`src/rtl/sspc_consts.vh`:
```
`ifndef SSPC_CONSTS_VH
`define SSPC_CONSTS_VH
// socket register space offsets (byte addresses)
`define SSPC_OFF_STATUS      12'h801
`define SSPC_OFF_POWER       12'h802
// legacy indexed offsets, first and second card
`define SSPC_IDX_STATUS_A    8'h01
`define SSPC_IDX_POWER_A     8'h02
`define SSPC_IDX_STATUS_B    8'h41
`define SSPC_IDX_POWER_B     8'h42
// power control field positions
`define SSPC_PWR_OE_BIT      7
`define SSPC_PWR_VCC_HI      4
`define SSPC_PWR_VCC_LO      3
`define SSPC_PWR_VPP_HI      1
`define SSPC_PWR_VPP_LO      0
// power control writable mask and reset value
`define SSPC_PWR_WMASK       8'h9b
`define SSPC_PWR_RESET       8'h00
// supply request codes
`define SSPC_VCC_OFF         2'h0
`define SSPC_VCC_RSVD        2'h1
`define SSPC_VCC_5V          2'h2
`define SSPC_VCC_3V          2'h3
// programming voltage request codes
`define SSPC_VPP_OFF         2'h0
`define SSPC_VPP_VCC         2'h1
`define SSPC_VPP_12V         2'h2
`define SSPC_VPP_RSVD        2'h3
// status field positions
`define SSPC_ST_PWR_BIT      6
`define SSPC_ST_RDY_BIT      5
`define SSPC_ST_WP_BIT       4
`define SSPC_ST_CD2_BIT      3
`define SSPC_ST_CD1_BIT      2
`endif

```
`src/rtl/sspc_sync.v`:
```
`timescale 1ns/10ps
`default_nettype none
// two-stage synchroniser for a bundle of socket levels
module sspc_sync (
	// clock and reset
	input  wire       clk_i,
	input  wire       rstn_i,
	// levels
	input  wire [5:0] async_i,
	output reg  [5:0] sync_o
);
	reg [5:0] stage1;   // first stage, read only by second

	////////////////////////////////////////////////////////////////
	// per-bit double flop
	genvar g;
	generate
		for (g = 0; g < 6; g = g + 1) begin : g_bit
			always @(posedge clk_i or negedge rstn_i) begin
				if (!rstn_i) begin
					stage1[g] <= 1'b0;
					sync_o[g] <= 1'b0;
				end else begin
					stage1[g] <= async_i[g];
					sync_o[g] <= stage1[g];
				end
			end
		end
	endgenerate
endmodule
`default_nettype wire

```
`src/rtl/sspc_power_decode.v`:
```
`timescale 1ns/10ps
`default_nettype none
`include "sspc_consts.vh"
// decodes power control requests into switch enables
module sspc_power_decode (
	// request fields
	input  wire [1:0] vcc_req_i,
	input  wire [1:0] vpp_req_i,
	// decoded enables
	output reg        vcc_5v_o,
	output reg        vcc_3v_o,
	output reg        vpp_vcc_o,
	output reg        vpp_12v_o
);
	reg vcc_on;   // supply enabled at 5 V or 3.3 V

	////////////////////////////////////////////////////////////////
	// combinational decode
	always @* begin
		vcc_5v_o  = (vcc_req_i == `SSPC_VCC_5V);
		vcc_3v_o  = (vcc_req_i == `SSPC_VCC_3V);
		vcc_on    = vcc_5v_o | vcc_3v_o;
		// vpp request only honoured while supply is on
		vpp_vcc_o = vcc_on & (vpp_req_i == `SSPC_VPP_VCC);
		vpp_12v_o = vcc_on & (vpp_req_i == `SSPC_VPP_12V);
	end
endmodule
`default_nettype wire

```
`src/rtl/sspc_socket_regs.v`:
```
// How it works
// - status bit 7 reads zero always
// - status bit 6 shows power on
// - status bit 5 shows card ready
// - status bit 4 mirrors write protect
// - bits 3,2 show inverted detect pins
// - memory card: bits 1,0 battery detect
// - io card: bits 1,0 speaker, change
// - status bit 7 zero, bit 6 power, low six bits live
// - control bit 7 gates card outputs
// - control bits 6,5,2 read zero
// - supply field 4:3 decoded to voltages
// - programming field 1:0 decoded to voltages
// - programming ignored unless supply enabled
// - control at 802h and legacy index
`timescale 1ns/10ps
`default_nettype none
`include "sspc_consts.vh"
module sspc_socket_regs (
	// clock and reset
	input  wire       sys_clk_i,
	input  wire       rstn_i,
	// register access
	input  wire       reg_sel_i,       // access strobe, one cycle
	input  wire       reg_wr_i,        // 1 write, 0 read
	input  wire       legacy_i,        // 1 legacy index, 0 socket space
	input  wire       socket_b_i,      // legacy only: second card
	input  wire [11:0] reg_addr_i,     // byte offset or index
	input  wire [7:0] reg_wdata_i,
	output reg  [7:0] reg_rdata_o,
	output reg        reg_ack_o,
	// card socket levels
	input  wire       card_ready_i,
	input  wire       card_wp_i,
	input  wire       card_cd1_n_i,
	input  wire       card_cd2_n_i,
	input  wire       card_bvd1_i,     // battery detect 1 or speaker
	input  wire       card_bvd2_i,     // battery detect 2 or status change
	// socket control
	output wire       socket_output_enable_o,
	output wire       vcc_5v_o,
	output wire       vcc_3v_o,
	output wire       vpp_vcc_o,
	output wire       vpp_12v_o,
	output wire       socket_power_state_o
);
	reg        rst_ff1;                // reset release stage 1
	reg        rst_ff2;                // reset release stage 2
	wire       rst_n;                  // synchronised reset
	reg  [7:0] socket_power_control;   // stored control register
	wire [5:0] live;                   // synchronised socket levels
	wire [7:0] socket_interface_status;
	wire [1:0] supply_voltage_request;
	wire [1:0] program_voltage_request;
	wire       hit_status;
	wire       hit_power;
	wire [7:0] idx_status;
	wire [7:0] idx_power;
	wire       p_5v;
	wire       p_3v;
	wire       p_vv;
	wire       p_12;

	////////////////////////////////////////////////////////////////
	// reset release through two flops
	always @(posedge sys_clk_i or negedge rstn_i) begin
		if (!rstn_i) begin
			rst_ff1 <= 1'b0;
			rst_ff2 <= 1'b0;
		end else begin
			rst_ff1 <= 1'b1;
			rst_ff2 <= rst_ff1;
		end
	end
	assign rst_n = rst_ff2;

	////////////////////////////////////////////////////////////////
	// socket input synchroniser
	sspc_sync u_sync (
		.clk_i   (sys_clk_i),
		.rstn_i  (rst_n),
		.async_i ({card_ready_i, card_wp_i, card_cd2_n_i, card_cd1_n_i,
		           card_bvd1_i, card_bvd2_i}),
		.sync_o  (live)
	);

	////////////////////////////////////////////////////////////////
	// address decode
	assign idx_status = socket_b_i ? `SSPC_IDX_STATUS_B : `SSPC_IDX_STATUS_A;
	assign idx_power  = socket_b_i ? `SSPC_IDX_POWER_B  : `SSPC_IDX_POWER_A;
	assign hit_status = legacy_i ? (reg_addr_i[7:0] == idx_status && reg_addr_i[11:8] == 4'h0)
	                             : (reg_addr_i == `SSPC_OFF_STATUS);
	assign hit_power  = legacy_i ? (reg_addr_i[7:0] == idx_power && reg_addr_i[11:8] == 4'h0)
	                             : (reg_addr_i == `SSPC_OFF_POWER);

	////////////////////////////////////////////////////////////////
	// power control register, reserved bits never stored
	always @(posedge sys_clk_i or negedge rst_n) begin
		if (!rst_n) begin
			socket_power_control <= `SSPC_PWR_RESET;
		end else if (reg_sel_i && reg_wr_i && hit_power) begin
			socket_power_control <= reg_wdata_i & `SSPC_PWR_WMASK;
		end
	end

	assign supply_voltage_request  = socket_power_control[`SSPC_PWR_VCC_HI:`SSPC_PWR_VCC_LO];
	assign program_voltage_request = socket_power_control[`SSPC_PWR_VPP_HI:`SSPC_PWR_VPP_LO];
	assign socket_output_enable_o  = socket_power_control[`SSPC_PWR_OE_BIT];

	////////////////////////////////////////////////////////////////
	// voltage decode
	sspc_power_decode u_dec (
		.vcc_req_i (supply_voltage_request),
		.vpp_req_i (program_voltage_request),
		.vcc_5v_o  (p_5v),
		.vcc_3v_o  (p_3v),
		.vpp_vcc_o (p_vv),
		.vpp_12v_o (p_12)
	);
	assign vcc_5v_o  = p_5v;
	assign vcc_3v_o  = p_3v;
	assign vpp_vcc_o = p_vv;
	assign vpp_12v_o = p_12;
	// power on when supply switched on by the control register
	assign socket_power_state_o = p_5v | p_3v;

	////////////////////////////////////////////////////////////////
	// status image: bvd pins carry speaker/change for io cards as-is
	assign socket_interface_status = {
		1'b0,
		socket_power_state_o,
		live[5],
		live[4],
		~live[3],
		~live[2],
		live[1],
		live[0]
	};

	////////////////////////////////////////////////////////////////
	// read data and acknowledge, one cycle after strobe
	always @(posedge sys_clk_i or negedge rst_n) begin
		if (!rst_n) begin
			reg_rdata_o <= 8'h00;
			reg_ack_o   <= 1'b0;
		end else begin
			reg_ack_o <= reg_sel_i;
			if (reg_sel_i && !reg_wr_i) begin
				if (hit_status) begin
					reg_rdata_o <= socket_interface_status;
				end else if (hit_power) begin
					reg_rdata_o <= socket_power_control;
				end else begin
					reg_rdata_o <= 8'h00;   // unmapped reads zero
				end
			end
		end
	end
endmodule
`default_nettype wire

```
`config.mk`:
```
export PLATFORM = sky130hd
export DESIGN_NAME = sspc_socket_regs
export DESIGN_NICKNAME = d
export VERILOG_FILES = /design/src/rtl/sspc_sync.v /design/src/rtl/sspc_power_decode.v /design/src/rtl/sspc_socket_regs.v
export VERILOG_INCLUDE_DIRS = /design/src /design/src/rtl
export SDC_FILE = /design/constraint.sdc
export NUM_CORES = 1
export LEC_CHECK = 0
export BUFFER_PORTS_ARGS = -buffer_cell sky130_fd_sc_hd__buf_4
export CAP_MARGIN = 10
export CORE_UTILIZATION = 38
export CTS_BUF_LIST = sky130_fd_sc_hd__clkbuf_8
export CTS_CLUSTER_SIZE = 8
export DETAILED_ROUTE_END_ITERATION = 12
export PLACE_DENSITY = 0.75
export SLEW_MARGIN = 20
export SYNTH_ARGS = -nofsm -noshare
export SYNTH_HDL_FRONTEND = slang
export SYNTH_SLANG_ARGS = --single-unit
```
`constraint.sdc`:
```
create_clock -name sys_clk_i -period 1.3 [get_ports sys_clk_i]
set_input_delay 0.065 -clock sys_clk_i [delete_from_list [all_inputs] [get_ports sys_clk_i]]
set_output_delay 0.065 -clock sys_clk_i [all_outputs]
set_load 0.05 [all_outputs]
```
# After elaboration in Yosys (flattened, before gate mapping)
# Cells that the tools add are included.
[op_classes]
bitwise_logic = 5
n_eq_ne = 8
n_mux = 6
n_reduce_logical = 7
[ops]
columns = ["operator", "n"]
rows = [
  ["equality test 12 bit, second input constant", 2],
  ["equality test 8 x 7 -> 1 bit", 2],
  ["two-way mux 8 bit", 2],
  ["two-way mux 7 bit", 2],
  ["equality test 2 bit, second input constant", 3],
  ["logical AND 1 bit", 5],
  ["zero test 4 bit", 1],
  ["AND 1 bit", 2],
  ["equality test 2 x 1 -> 1 bit, second input constant", 1],
  ["two-way mux 1 bit", 2],
  ["NOT 1 bit", 2],
  ["zero test 1 bit", 1],
  ["bitwise OR 1 bit", 1],
]
[totals]
output_inout_bits = 15
regBits = 28
wordCells = 43
inputBits = 32

# Longest topological paths before layout
[logic_depth]
ltp_word = 6
ltp_mapped = 4
depth_no_buf = 4

# Modules after synthesis
# From an unflattened synthesis, not the netlist that was laid out.
[hier_totals]
hier_cells = 81
hier_area_um2 = 1107.3
[modules_own_cells]
columns = ["mod", "cells_per_inst", "seq_area_each_um2", "area_per_inst_um2", "n_inst"]
rows = [
  ["sspc_socket_regs", 65, 400.4, 773.2, 1],
  ["sspc_sync", 12, 300.3, 300.3, 1],
  ["sspc_power_decode", 4, 0.0, 33.8, 1],
]

# Worst setup path after synthesis
# No wires, ideal clock.
[synth_path]
kind = "input port to flip-flop"
from = "input reg_addr_i[6]"
to = "register socket_power_control[0]"
setup_time_ns = 0.125
stages = 4
arrival_time_ns = 1.170
slack_ns = 0.005
required_time_ns = 1.175
path_buffers = 0
path_cell_list = "nor4b_4 > nor3_2 > nor4_4 > mux2_2"
[synth_via]
elab_chain_len = 4
elab_cells_between_ends = 5
classes_between = "2 x eq/ne; 1 x mux; 2 x reduce/logical"
[synth_rtl]
columns = ["item", "line_no", "text"]
rows = [
  ["start, declared", "sspc_socket_regs.v:28", "input wire [11:0] reg_addr_i,"],
  ["equality test 8 x 7 -> 1 bit", "sspc_socket_regs.v:93", "assign hit_power = legacy_i ? (reg_addr_i[7:0] == idx_power && reg_addr_i[11:8] == 4'h0)"],
  ["logical AND 1 bit", "sspc_socket_regs.v:93", ""],
  ["two-way mux 1 bit (*)", "sspc_socket_regs.v:93", ""],
  ["logical AND 1 bit (*)", "sspc_socket_regs.v:101", "end else if (reg_sel_i && reg_wr_i && hit_power) begin"],
  ["end signal, assigned", "sspc_socket_regs.v:100", "socket_power_control <= `SSPC_PWR_RESET;"],
  ["end signal, assigned", "sspc_socket_regs.v:102", "socket_power_control <= reg_wdata_i & `SSPC_PWR_WMASK;"],
  ["end, declared", "sspc_socket_regs.v:50", "reg [7:0] socket_power_control;"],
]
# Mark *: on every way between the ends. The rest lies on a longest branch, timed or not.
# A chain may end at the register's enable or synchronous reset.

# Worst setup path after layout
[layout_path]
from = "input reg_addr_i[6]"
to = "register reg_rdata_o[0]"
[layout_via]
elab_chain_len = 5
elab_cells_between_ends = 10
classes_between = "4 x eq/ne; 4 x mux; 2 x reduce/logical"
[layout_rtl]
columns = ["item", "line_no", "text"]
rows = [
  ["equality test 8 x 7 -> 1 bit", "sspc_socket_regs.v:93", ""],
  ["logical AND 1 bit", "sspc_socket_regs.v:93", ""],
  ["two-way mux 1 bit", "sspc_socket_regs.v:93", ""],
  ["two-way mux 8 bit", "sspc_socket_regs.v:151", "end else if (hit_power) begin"],
  ["two-way mux 8 bit (*)", "sspc_socket_regs.v:149", "if (hit_status) begin"],
  ["end signal, assigned", "sspc_socket_regs.v:150", "reg_rdata_o <= socket_interface_status;"],
  ["end signal, assigned", "sspc_socket_regs.v:152", "reg_rdata_o <= socket_power_control;"],
  ["end, declared", "sspc_socket_regs.v:30", "output reg [7:0] reg_rdata_o,"],
]
# Marks and branches as above.

==> results.cfg <==
[pwr]
total_leakage_power_nw = 0.790
combPwrFrac_pct = 10.7
internal_power_mw = 1.20
power.density_nw_per_um2 = 952
design_power_total_mw = 1.53
power_switching_share_pct = 21.4
switching_power_mw = 0.327
clock_power_share_pct = 30.0
power.share.sequential_pct = 59.3
peakVddDrop_uv = 683

[drt]
dr.first_iter.drc_count = 3
dr.pass1.iters = 2
vias = 800
drc = 0
detail-route-antenna-nets = 0
wl_per_cell_um = 13.0
routed_wl_mm = 2.17
routed_via_density = 4.82

[floorplan]
core_region_area_um2 = 2570
die_h_um = 54.9
floorplan.die_area_um2 = 3020
num_rows = 18
design.portCount = 47
die_width_um = 54.9
initial_core_util_pct = 41.5

[cells_and_area]
mostFrequentLayoutCell = sky130_fd_sc_hd__buf_4
final_cells = 166
antenna_cells = 0
syn2layout_area_growth_pct = 50.6
layout.cells.most_common_list = sky130_fd_sc_hd__buf_4 (49), sky130_fd_sc_hd__dfrtp_1 (28), sky130_fd_sc_hd__dlygate4sd3_1 (8)
drive_above_1_share_pct = 47.1
layout.nets = 170

[yosys]
ys_ff_latch = 28
postSynthNetCount = 109
yosys.cell_types.count = 25
netlist_instances = 77
ys.warnings.count = 0
synth.cell_area_um2 = 1060
yosysSeqAreaShare_pct = 65.8
synth.avg_cell_area_um2 = 13.8

[grt]
groute.usage.overall_pct = 16.3
grt_pass1_wl_mm = 3.31
gr-total-overflow = 0
first_global_vias = 765
largest_net_degree_at_the_start_of_global_routing = 20
grt_antenna_before_repair = 0

[clocking]
cts-root-buf = sky130_fd_sc_hd__clkbuf_8
h-tree-depth = 1
clock_sinks = 28
clk_pin_slew_ns = 0.09
longest_clk_path_bufs = 2
tritoncts_clock_tree = built
cts.repair.resized = 0
insertion_delay_ns = 0.27
cts_inserted_buffers = 3

[timing]
finClkSkew_ns = 0.00574
setup_viol_count_final = 0
period_utilisation_layout_pct = 92.9
report.final.slew_viol_count = 0
max_clock_freq_mhz = 828
timing.hold.ws_ns = 0.0283
unrepaired_setup_endpoints_after_global_routing = true
final-hold-violation-count = 0
period_needed_ns = 1.21

[worst_setup_path]
cpLargestDelayFamily = simple AND/OR/NAND/NOR gates
timing.reg2reg.worst_path_depth = 1
worst_path_largest_cell_delay_ns = 0.40
arrival_time_at_the_worst_endpoint_ns = 1.38
cp.depth = 6
kind_of_end_point_of_the_critical_path = register
required_ns = 1.47
worst-setup-path-type = input port to register
path_common_cell = sky130_fd_sc_hd__buf_4
timing.critical_path.fanout_max = 5
critPathLaunchType = input port
cp_num_buf_inv = 2
critical_path.cell_chain = buf_4 -> nor4b_4 -> nor3_2 -> buf_4 -> or3_4 -> o31ai_1
critical_path.slowest_cell = sky130_fd_sc_hd__or3_4

[hold_path]
worstHoldPathType = input port to register
hold-path-cell-count = 2

[placement]
numPlacedInstances = 155
port_buffers = 43
gpl.final_weighted_congestion = 0.713

[status]
run_status = complete, no violations

[flow_run]
max_cap_violation_count = 0
sequential cells by signal, indices dropped and copies added (netlist names):
register / flops
rst_ff2: 1
reg_ack_o: 1
u_sync.sync_o: 6
u_sync.stage1: 6
reg_rdata_o: 8
rst_ff1: 1
socket_power_control: 5
routing by layer:
layer  track usage, %  part of all wire (%)  vias to the layer above  wire [µm]
li1                 -                     -                      389          -
met1             19.0                    41                      383        881
met2             28.3                    54                       24       1160
met3             4.64                   4.4                        4         96
met4             6.25                   1.3                        0         28
met5                0                     0                        -          0
cells by family (layout without fill, tap and decap cells):
kind of cell | after synthesis | count (layout) | share of synthesized area [%]
mux | 5 | 5 | 5.29
compound gates | 12 | 12 | 8.58
buf+inv | 4 | 63 | 1.41
flops | 28 | 28 | 65.8
simple gates | 27 | 27 | 18.6
other cells | 1 | 1 | 0.352
synth_stat cells:
master | instances | area (µm²)
sky130_fd_sc_hd__dfrtp_1 | 28 | 701
sky130_fd_sc_hd__nand2_1 | 7 | 26.3
sky130_fd_sc_hd__mux2_2 | 5 | 56.3
sky130_fd_sc_hd__a22oi_1 | 4 | 30.0
sky130_fd_sc_hd__o31ai_1 | 4 | 30.0
sky130_fd_sc_hd__a22o_1 | 3 | 26.3
sky130_fd_sc_hd__nor2b_1 | 3 | 18.8
sky130_fd_sc_hd__clkbuf_1 | 2 | 7.51
sky130_fd_sc_hd__inv_1 | 2 | 7.51
sky130_fd_sc_hd__nand2b_1 | 2 | 12.5
sky130_fd_sc_hd__nor2_1 | 2 | 7.51
sky130_fd_sc_hd__nor4_1 | 2 | 12.5
sky130_fd_sc_hd__and2_1 | 1 | 6.26
sky130_fd_sc_hd__and3b_1 | 1 | 8.76
sky130_fd_sc_hd__and4b_2 | 1 | 11.3
sky130_fd_sc_hd__conb_1 | 1 | 3.75
sky130_fd_sc_hd__nand3_1 | 1 | 5.00
sky130_fd_sc_hd__nand4b_1 | 1 | 8.76
sky130_fd_sc_hd__nor3_2 | 1 | 10.0
sky130_fd_sc_hd__nor3b_1 | 1 | 7.51
sky130_fd_sc_hd__nor4_4 | 1 | 21.3
sky130_fd_sc_hd__nor4b_4 | 1 | 23.8
sky130_fd_sc_hd__o21ai_0 | 1 | 5.00
sky130_fd_sc_hd__or2_2 | 1 | 6.26
sky130_fd_sc_hd__or3_4 | 1 | 11.3
stage by stage:
stage               setup TNS (ns)  cell area (µm²)  worst slack [ns]  utilization [%]
floorplan                        0             1060           0.00540                -
global placement             -1.22             1480            -0.142             57.7
detailed placement           -1.55             1480            -0.189             57.7
CTS                              0             1600            0.0904             62.5
global route               -0.0521             1600           -0.0281             62.5
finish                           0             1600            0.0919             62.5
timing repair:
| item | CTS | global route |
|---|---|---|
| setup buffers | 0 | 0 |
| endpoints found under the setup margin | 0 | 2 |
| hold buffers | 8 | 0 |
| endpoints found under the hold margin | 9 | 0 |
final timing paths:
check / start / end / slack [ns]
setup / recovery: reg_addr_i[6] / reg_rdata_o[0] / 0.09
hold / removal: reg_wdata_i[7] / socket_power_control[7] / 0.03
setup reg to reg: socket_power_control[4] / socket_power_control[4] / 0.45
hold reg to reg: rst_ff2 / u_sync.sync_o[2] / 0.15
max in group asynchronous: rst_ff2 / reg_rdata_o[0] / 0.74
min in group asynchronous: rstn_i / rst_ff2 / 0.10
power by group through the flow:
stage               sequential (mW)  clock (mW)  combinational (mW)
floorplan                     0.933           0              0.0334
global placement              0.922           0               0.141
detailed placement            0.924           0               0.146
CTS                           0.906       0.478               0.165
global route                  0.910       0.518               0.178
finish                        0.906       0.458               0.163
final cells by class:
cell class	instances	area, µm²
clock buffers	3	41.3
fillers	211	963
inverters	2	7.51
multi-input cells	45	349
flip-flops and latches	28	701
well taps	30	37.5
repair buffers	58	468
Note: power is estimated with default switching activity, not from simulation.
